`config.mk`:
```
export PLATFORM = sky130hd
export DESIGN_NAME = gpb_gpio_top
export DESIGN_NICKNAME = d
export VERILOG_FILES = /design/src/rtl/gpb_pkg.sv /design/src/rtl/gpb_gpio_top.sv
export SDC_FILE = /design/constraint.sdc
export NUM_CORES = 1
export LEC_CHECK = 0
export BUFFER_PORTS_ARGS = -buffer_cell sky130_fd_sc_hd__buf_2
export CORE_ASPECT_RATIO = 1.2
export CORE_MARGIN = 1.5
export CORE_UTILIZATION = 30
export DETAILED_ROUTE_END_ITERATION = 6
export PLACE_DENSITY = 0.63
export SKIP_LAST_GASP = 1
export SLEW_MARGIN = 15
export SYNTH_ARGS = -nofsm -noshare
export SYNTH_HDL_FRONTEND = slang
export SYNTH_SLANG_ARGS = --single-unit
```
`constraint.sdc`:
```
create_clock -name hclk -period 2.3 [get_ports hclk]
set_input_delay 0.115 -clock hclk [delete_from_list [all_inputs] [get_ports hclk]]
set_output_delay 0.115 -clock hclk [all_outputs]
set_load 0.05 [all_outputs]
```
`src/rtl/gpb_pkg.sv`:
```
// Package of offsets, field positions and reset values for the GPIO block.
package gpb_pkg;

  localparam logic [7:0] OFS_PA_PIN   = 8'h00;
  localparam logic [7:0] OFS_PA_LAT   = 8'h04;
  localparam logic [7:0] OFS_PA_DIR   = 8'h08;
  localparam logic [7:0] OFS_ANA_CFG  = 8'h0C;
  localparam logic [7:0] OFS_PB_PIN   = 8'h10;
  localparam logic [7:0] OFS_PB_LAT   = 8'h14;
  localparam logic [7:0] OFS_PB_DIR   = 8'h18;
  localparam logic [7:0] OFS_INT_MAIN = 8'h1C;
  localparam logic [7:0] OFS_INT_TWO  = 8'h20;
  localparam logic [7:0] OFS_ALT_CFG  = 8'h24;

  localparam int BIT_CHG_FLAG  = 0;
  localparam int BIT_PU_DIS_N  = 7;
  localparam int BIT_PJ_PU     = 7;
  localparam int BIT_PD_PU     = 7;
  localparam int BIT_PE_PU     = 6;
  localparam int BIT_LED_EN    = 0;
  localparam int BIT_COMPARATOR_REF_VOLTAGE_OUT_EN  = 1;
  localparam int BIT_CCP_SEL   = 2;
  localparam int BIT_EXT_MODE  = 3;
  localparam int BIT_PKG_LARGE = 4;

  localparam logic [5:0] RST_PA_DIR  = 6'h3F;
  localparam logic [7:0] RST_PB_DIR  = 8'hFF;
  localparam logic [3:0] RST_ANA_CFG = 4'h0;
  localparam logic [4:0] RST_ALT_CFG = 5'h04;
  localparam logic       RST_PU_DIS_N = 1'b1;
  // Analog channel k is selected while the select code is at most
  // ANA_LIMIT minus k.
  localparam logic [3:0] ANA_LIMIT   = 4'hA;

  typedef struct packed {
    logic       wr;
    logic       rd;
    logic       mm_dst;
    logic [7:0] addr;
  } gpb_req_s;

endpackage

```
`src/rtl/gpb_gpio_top.sv`:
```
// Port A and port B GPIO block with AHB-Lite register slave.
`timescale 1ns/100ps
module gpb_gpio_top
  import gpb_pkg::*;
(
  // Clock and reset.
  input  wire logic        hclk,
  input  wire logic        hresetn,
  // AHB-Lite slave.
  input  wire logic        hsel,
  input  wire logic [31:0] haddr,
  input  wire logic [1:0]  htrans,
  input  wire logic        hwrite,
  input  wire logic [2:0]  hsize,
  input  wire logic [31:0] hwdata,
  input  wire logic        hready,
  output logic      [31:0] hrdata,
  output logic             hreadyout,
  output logic             hresp,
  // High when the current write is the target of a memory move.
  input  wire logic        memory_to_memory_move,
  // Port A pins.
  input  wire logic [5:0]  pa_in,
  output logic      [5:0]  pa_out,
  output logic      [5:0]  pa_oe_n,
  // Port B pins.
  input  wire logic [7:0]  pb_in,
  output logic      [7:0]  pb_out,
  output logic      [7:0]  pb_oe_n,
  output logic      [7:0]  pb_pullup_en,
  // Pull-up enables for other ports.
  output logic             port_j_pullup_enable,
  output logic             port_d_pullup_enable,
  output logic             port_e_pullup_enable,
  // Peripheral alternate functions.
  input  wire logic        ethernet_led_a_out,
  input  wire logic        ethernet_led_b_out,
  input  wire logic        pwm_two_output_a,
  output logic             timer_zero_ext_clock_in,
  output logic             ecp2_on_port_b3,
  output logic             ecp2_on_port_e7,
  // Change flag and wake request.
  output logic             port_b_change_flag,
  output logic             port_b_change_wake
);

  gpb_req_s    req_ff, nxt_req;
  logic        rdy_ff, nxt_rdy;
  logic [31:0] rdat_ff, nxt_rdat;
  logic        resp_ff;
  logic [5:0]  pa_lat_ff, nxt_pa_lat;
  logic [5:0]  pa_dir_ff, nxt_pa_dir;
  logic [3:0]  ana_ff, nxt_ana;
  logic [7:0]  pb_lat_ff, nxt_pb_lat;
  logic [7:0]  pb_dir_ff, nxt_pb_dir;
  logic        pu_dis_n_ff, nxt_pu_dis_n;
  logic        pj_pu_ff, nxt_pj_pu;
  logic        pd_pu_ff, nxt_pd_pu;
  logic        pe_pu_ff, nxt_pe_pu;
  logic [4:0]  alt_ff, nxt_alt;
  logic [3:0]  snap_ff, nxt_snap;
  logic        flag_ff, nxt_flag;
  logic        mis_ff, nxt_mis;
  logic [5:0]  pa_s1_ff, pa_s2_ff;
  logic [7:0]  pb_s1_ff, pb_s2_ff;
  logic [5:0]  pa_out_ff, nxt_pa_out;
  logic [5:0]  pa_oe_n_ff, nxt_pa_oe_n;
  logic [7:0]  pb_out_ff, nxt_pb_out;
  logic [7:0]  pb_oe_n_ff, nxt_pb_oe_n;
  logic [7:0]  pb_pu_ff, nxt_pb_pu;
  logic        t0ck_ff;
  logic        ecp_b3_ff, nxt_ecp_b3;
  logic        ecp_e7_ff, nxt_ecp_e7;
  logic [4:0]  ana_ch;
  logic [5:0]  pa_ana;
  logic [5:0]  pa_dig;
  logic [7:0]  rbyte;
  logic        take;
  logic        comparator_ref_voltage_out;

  // Analog channel decode; channel 4 sits on pin 5.
  always_comb begin
    for (int k = 0; k < 5; k++) begin
      ana_ch[k] = (ana_ff <= (ANA_LIMIT - 4'(k)));
    end
    pa_ana = {ana_ch[4], 1'b0, ana_ch[3:0]};
  end

  assign comparator_ref_voltage_out = alt_ff[BIT_COMPARATOR_REF_VOLTAGE_OUT_EN];

  // Digital input path of port A; analog or reference use reads zero.
  always_comb begin
    pa_dig = pa_s2_ff & ~pa_ana;
    if (comparator_ref_voltage_out) begin
      pa_dig[2] = 1'b0;
    end
  end

  // Read data mux; unimplemented bits stay zero.
  always_comb begin
    rbyte = 8'h00;
    unique case (req_ff.addr)
      OFS_PA_PIN:   rbyte = {pj_pu_ff, 1'b0, pa_dig};
      OFS_PA_LAT:   rbyte = {pd_pu_ff, pe_pu_ff, pa_lat_ff};
      OFS_PA_DIR:   rbyte = {2'b00, pa_dir_ff};
      OFS_ANA_CFG:  rbyte = {4'h0, ana_ff};
      OFS_PB_PIN:   rbyte = pb_s2_ff;
      OFS_PB_LAT:   rbyte = pb_lat_ff;
      OFS_PB_DIR:   rbyte = pb_dir_ff;
      OFS_INT_MAIN: rbyte = {7'h00, flag_ff};
      OFS_INT_TWO:  rbyte = {pu_dis_n_ff, 7'h00};
      OFS_ALT_CFG:  rbyte = {3'h0, alt_ff};
      default:      rbyte = 8'h00;
    endcase
  end

  assign take = hsel & hready & htrans[1];

  // Bus and register state.
  always_comb begin
    nxt_req      = req_ff;
    nxt_rdy      = rdy_ff;
    nxt_rdat     = rdat_ff;
    nxt_pa_lat   = pa_lat_ff;
    nxt_pa_dir   = pa_dir_ff;
    nxt_ana      = ana_ff;
    nxt_pb_lat   = pb_lat_ff;
    nxt_pb_dir   = pb_dir_ff;
    nxt_pu_dis_n = pu_dis_n_ff;
    nxt_pj_pu    = pj_pu_ff;
    nxt_pd_pu    = pd_pu_ff;
    nxt_pe_pu    = pe_pu_ff;
    nxt_alt      = alt_ff;
    nxt_snap     = snap_ff;
    nxt_flag     = flag_ff;
    // Only input pins of the upper nibble take part.
    nxt_mis = |((pb_s2_ff[7:4] ^ snap_ff) & pb_dir_ff[7:4]);
    if (req_ff.rd) begin
      nxt_rdat = {24'h000000, rbyte};
      nxt_rdy  = 1'b1;
      if (req_ff.addr == OFS_PB_PIN) begin
        nxt_snap = pb_s2_ff[7:4];
      end
    end
    if (req_ff.wr) begin
      unique case (req_ff.addr)
        OFS_PA_PIN: begin
          nxt_pa_lat = hwdata[5:0];
          nxt_pj_pu  = hwdata[BIT_PJ_PU];
        end
        OFS_PA_LAT: begin
          nxt_pa_lat = hwdata[5:0];
          nxt_pd_pu  = hwdata[BIT_PD_PU];
          nxt_pe_pu  = hwdata[BIT_PE_PU];
        end
        OFS_PA_DIR:  nxt_pa_dir = hwdata[5:0];
        OFS_ANA_CFG: nxt_ana = hwdata[3:0];
        OFS_PB_PIN: begin
          nxt_pb_lat = hwdata[7:0];
          if (!req_ff.mm_dst) begin
            nxt_snap = pb_s2_ff[7:4];
          end
        end
        OFS_PB_LAT: nxt_pb_lat = hwdata[7:0];
        OFS_PB_DIR: nxt_pb_dir = hwdata[7:0];
        OFS_INT_MAIN: begin
          if (!hwdata[BIT_CHG_FLAG]) begin
            nxt_flag = 1'b0;
          end
        end
        OFS_INT_TWO: nxt_pu_dis_n = hwdata[BIT_PU_DIS_N];
        OFS_ALT_CFG: nxt_alt = hwdata[4:0];
        default: nxt_flag = nxt_flag;
      endcase
    end
    // A live mismatch sets the flag even in the cycle it is cleared.
    if (mis_ff) begin
      nxt_flag = 1'b1;
    end
    nxt_req.wr = 1'b0;
    nxt_req.rd = 1'b0;
    if (take) begin
      nxt_req.addr   = haddr[7:0];
      nxt_req.mm_dst = memory_to_memory_move;
      nxt_req.wr     = hwrite;
      nxt_req.rd     = ~hwrite;
      if (!hwrite) begin
        nxt_rdy = 1'b0;
      end
    end
  end

  always_ff @(posedge hclk or negedge hresetn) begin
    if (!hresetn) begin
      req_ff      <= '0;
      rdy_ff      <= 1'b1;
      rdat_ff     <= 32'h00000000;
      resp_ff     <= 1'b0;
      pa_lat_ff   <= 6'h00;
      pa_dir_ff   <= RST_PA_DIR;
      ana_ff      <= RST_ANA_CFG;
      pb_lat_ff   <= 8'h00;
      pb_dir_ff   <= RST_PB_DIR;
      pu_dis_n_ff <= RST_PU_DIS_N;
      pj_pu_ff    <= 1'b0;
      pd_pu_ff    <= 1'b0;
      pe_pu_ff    <= 1'b0;
      alt_ff      <= RST_ALT_CFG;
      snap_ff     <= 4'h0;
      flag_ff     <= 1'b0;
      mis_ff      <= 1'b0;
    end else begin
      req_ff      <= nxt_req;
      rdy_ff      <= nxt_rdy;
      rdat_ff     <= nxt_rdat;
      resp_ff     <= 1'b0;
      pa_lat_ff   <= nxt_pa_lat;
      pa_dir_ff   <= nxt_pa_dir;
      ana_ff      <= nxt_ana;
      pb_lat_ff   <= nxt_pb_lat;
      pb_dir_ff   <= nxt_pb_dir;
      pu_dis_n_ff <= nxt_pu_dis_n;
      pj_pu_ff    <= nxt_pj_pu;
      pd_pu_ff    <= nxt_pd_pu;
      pe_pu_ff    <= nxt_pe_pu;
      alt_ff      <= nxt_alt;
      snap_ff     <= nxt_snap;
      flag_ff     <= nxt_flag;
      mis_ff      <= nxt_mis;
    end
  end

  // Pin drive state.
  always_comb begin
    nxt_pa_out = pa_lat_ff;
    if (alt_ff[BIT_LED_EN]) begin
      nxt_pa_out[0] = ethernet_led_a_out;
      nxt_pa_out[1] = ethernet_led_b_out;
    end
    nxt_pa_oe_n = pa_dir_ff;
    if (comparator_ref_voltage_out) begin
      nxt_pa_oe_n[2] = 1'b1;
    end
    nxt_ecp_b3 = alt_ff[BIT_PKG_LARGE] & alt_ff[BIT_EXT_MODE]
                 & ~alt_ff[BIT_CCP_SEL];
    nxt_ecp_e7 = alt_ff[BIT_PKG_LARGE] & ~alt_ff[BIT_EXT_MODE];
    nxt_pb_out = pb_lat_ff;
    if (nxt_ecp_b3) begin
      nxt_pb_out[3] = pwm_two_output_a;
    end
    nxt_pb_oe_n = pb_dir_ff;
    nxt_pb_pu   = pb_dir_ff & {8{~pu_dis_n_ff}};
  end

  always_ff @(posedge hclk or negedge hresetn) begin
    if (!hresetn) begin
      pa_s1_ff   <= 6'h00;
      pa_s2_ff   <= 6'h00;
      pb_s1_ff   <= 8'h00;
      pb_s2_ff   <= 8'h00;
      pa_out_ff  <= 6'h00;
      pa_oe_n_ff <= RST_PA_DIR;
      pb_out_ff  <= 8'h00;
      pb_oe_n_ff <= RST_PB_DIR;
      pb_pu_ff   <= 8'h00;
      t0ck_ff    <= 1'b0;
      ecp_b3_ff  <= 1'b0;
      ecp_e7_ff  <= 1'b0;
    end else begin
      pa_s1_ff   <= pa_in;
      pa_s2_ff   <= pa_s1_ff;
      pb_s1_ff   <= pb_in;
      pb_s2_ff   <= pb_s1_ff;
      pa_out_ff  <= nxt_pa_out;
      pa_oe_n_ff <= nxt_pa_oe_n;
      pb_out_ff  <= nxt_pb_out;
      pb_oe_n_ff <= nxt_pb_oe_n;
      pb_pu_ff   <= nxt_pb_pu;
      t0ck_ff    <= pa_s2_ff[4];
      ecp_b3_ff  <= nxt_ecp_b3;
      ecp_e7_ff  <= nxt_ecp_e7;
    end
  end

  assign hrdata                  = rdat_ff;
  assign hreadyout               = rdy_ff;
  assign hresp                   = resp_ff;
  assign pa_out                  = pa_out_ff;
  assign pa_oe_n                 = pa_oe_n_ff;
  assign pb_out                  = pb_out_ff;
  assign pb_oe_n                 = pb_oe_n_ff;
  assign pb_pullup_en            = pb_pu_ff;
  assign port_j_pullup_enable    = pj_pu_ff;
  assign port_d_pullup_enable    = pd_pu_ff;
  assign port_e_pullup_enable    = pe_pu_ff;
  assign timer_zero_ext_clock_in = t0ck_ff;
  assign ecp2_on_port_b3         = ecp_b3_ff;
  assign ecp2_on_port_e7         = ecp_e7_ff;
  assign port_b_change_flag      = flag_ff;
  assign port_b_change_wake      = flag_ff;

endmodule

```
==> results.cfg <==
[timing]
layout_setup_ws_ns = 0.2111
rsz0062_at_grt = false
finalSetupViolations = 0
layout_min_cycle_time_ns = 2.089
fin_crit_sh_pct = 90.82
finalMaxSlewViolations = 0
clock-skew-final_ns = 0.008086
hold_violations = 0
clock.fmax_mhz = 478.7
relSlewSlack_pct = 63.05
tightest_slew_ns = 0.5542
tns_ns = 0

[global_route]
antenna_found_initial = 0
grt_pass1_wl_um = 19600
grt_pass1_vias = 3563
grt_usage_pct = 13.96
grt_max_degree = 62
gr-total-overflow = 0

[drt]
avgRoutedWirePerCell_um = 16.52
vias = 3468
drc = 0
wirelength_um = 12600
dr.pass1.iters = 4
post_drt_via_cell_ratio = 4.545
first_iter_violations = 194
ant_nets = 0

[setup_path]
end_kind = flop
crit_slowest_cell = dfrtp_1
cp-start-kind = flop
cpPeakStageDelay_ns = 0.43
worstPathArrival_ns = 2.38
critPathKind = flop to flop
cp.required_ns = 2.59
rr_worst_depth = 5
crit_path_cell_trace = buf_4 > nor4b_1 > and2_1 > nand2_1 > mux2_2
path_max_fanout = 15
cp_top_family = simple AND/OR/NAND/NOR gates
crit_buf_inv = 1
path_depth = 5

[placement]
post-dp-hpwl_um = 9298
place_ws_ns = 0.2527
place_congestion = 0.8364
portBuffers = 92

[floorplan]
ios = 170
die-area_um2 = 18630
die_h_um = 149.2
num_rows = 53
die_x_um = 124.9
core-area_um2 = 17510
start_util_pct = 30.53

[power_and_ir_drop]
swShare_pct = 26.99
power.leakage_nw = 3.175
p_sw_mw = 1.695
power.internal_mw = 4.584
p_seq_share_pct = 42.8
pwr-share-comb_pct = 14.8
power_density_nw_per_um2 = 898.2
power_frac_clock_pct = 42.4
vdd_drop_max_uv = 389.0

[synthesis]
ys_warn_count = 0
synth_edf_count = 0
ys_async_sr_fraction_pct = 100.0
netlist_instances = 385
ys_seq_area_share_pct = 63.46
avgSynthCellArea_um2 = 13.88
synth_seq_cells = 134
synth-main-ff-cell = dfrtp_1
ys_types = 52
syn_area_um2 = 5345

[cells_and_area]
diodes = 0
drive_gt1_share_pct = 45.30
synthToLayoutAreaGrowth_pct = 30.81
layout.nets = 622
n_fill_cell = 1721

[clock_tree]
cts_buffer_depth = 2
clk_pin_slew_ns = 0.06
clock_tree.root_cell = clkbuf_16
clock_sinks = 134
htreeDepth = 4
cts_tree = yes
clk_latency_ns = 0.41
cts_inserted_buffers = 17

[worst_hold_path]
whs_path_depth = 2
hp-class = primary input to flop

[outcome]
status = complete, no violations

[run]
drv_cap = 0
==> sequential cells by signal, indices dropped and copies added (netlist names), 8 cells and up <==
signal / cells
hrdata: 8
nxt_pb_oe_n: 8
pb_lat_ff: 8
pb_oe_n: 8
pb_out: 8
pb_pullup_en: 8
pb_s1_ff: 8
pb_s2_ff: 8
req_ff: 11
==> Yosys cell counts, types with 2 or more instances <==
cell type / n / area share [%]
nand3b_1: 9 / 1.3
clkbuf_1: 9 / 0.63
o21ai_0: 8 / 0.75
dfstp_2: 31 / 15
nand2b_1: 2 / 0.23
xor2_1: 4 / 0.66
a31oi_1: 4 / 0.47
mux2_2: 64 / 13
nor4_1: 2 / 0.23
nor2_1: 12 / 0.84
and2_1: 2 / 0.23
inv_1: 5 / 0.35
a32oi_1: 2 / 0.33
buf_1: 2 / 0.14
a22oi_1: 4 / 0.56
buf_4: 26 / 3.7
o211ai_1: 2 / 0.28
nor4b_2: 2 / 0.56
a211oi_1: 2 / 0.28
nand4_1: 3 / 0.35
or3_1: 3 / 0.35
o2bb2ai_1: 2 / 0.33
nand3_1: 8 / 0.75
and3b_1: 3 / 0.49
dfrtp_1: 103 / 48
nor2b_1: 13 / 1.5
mux2i_1: 5 / 0.94
a21oi_1: 5 / 0.47
o221ai_1: 3 / 0.49
a32o_1: 2 / 0.37
nor4b_1: 4 / 0.66
nor3_1: 6 / 0.56
buf_2: 7 / 0.66
nand2_1: 8 / 0.56
==> stage by stage <==
step	power (mW)	hold WS (ns)	cell area, um^2	utilization (%)	std cells
2_1_floorplan	3.325	-0.1806	5435	-	409
3_3_place_gp	3.605	0.1150	6091	34.79	700
3_5_place_dp	3.621	0.1317	6091	34.79	700
4_1_cts	6.364	0.0006219	6992	39.94	763
5_1_grt	6.552	0.02256	6992	39.94	763
6_report	6.280	0.03101	6992	39.94	763
==> timing repair <==
action                                 CTS  global route
resized for setup                        0             0
hold buffers                            31             0
endpoints found under the hold margin   81             0
setup buffers                            0             0
==> final cells by class <==
cell class / instances / area (um^2) / share of cell area (%)
Sequential cell: 134 / 3392 / 48.51
Multi-Input combinational cell: 226 / 1753 / 25.07
Timing Repair Buffer: 146 / 962.2 / 13.76
Clock buffer: 25 / 495.5 / 7.087
Tap cell: 220 / 275.3 / 3.937
Clock inverter: 7 / 95.09 / 1.360
Inverter: 5 / 18.77 / 0.2684
==> layout by cell type (no fill, tap or decap), drive strengths merged, types with 9 or more instances in the layout <==
cell,netlist,layout
nand3b,9,9
conb,1,25
nor2,12,12
clkbuf,9,25
buf,35,115
dfstp,31,31
nor2b,13,13
dlygate4sd3,0,31
mux2,64,64
dfrtp,103,103
==> per-layer routing <==
metal  global-route usage, %  part of all wire (%)  wire length, um  vias to the layer above
li1                        -                     -                -                     1618
met4                   6.307                   2.4              298                        0
met2                   23.35                    50             6359                       98
met3                   3.802                   4.5              567                       19
met5                       0                     0                0                        -
met1                   16.92                    43             5376                     1733
==> cells by family after synthesis <==
group	share of synthesized area, %
XOR/XNOR	0.6554
flip-flops	63.46
AO/OA/AOI/OAI	5.501
AND/OR/NAND/NOR	10.04
multiplexers	14.84
other	0.07016
buffers and inverters	5.431
==> power by group through the flow <==
stage / Clock [mW] / Combinational, mW / Sequential [mW]
after floorplan: 0 / 0.467 / 2.86
after global routing: 2.85 / 0.990 / 2.71
final: 2.66 / 0.930 / 2.69
after CTS: 2.74 / 0.936 / 2.69
after detailed placement: 0 / 0.895 / 2.73
after global placement: 0 / 0.887 / 2.72
==> path summary, 6_finish.rpt <==
check,startpoint,to,slack (ns)
hold / removal,hwdata[1],pa_lat_ff[1],0.03
hold reg to reg,pa_s1_ff[3],pa_s2_ff[3],0.35
min in group asynchronous,hresetn,pb_s1_ff[4],0.24
setup reg to reg,req_ff[4],alt_ff[4],0.21
max in group asynchronous,hresetn,pa_oe_n[2],1.34
setup / recovery,req_ff[4],alt_ff[4],0.21
No activity file was read; power rests on OpenSTA's default activity.
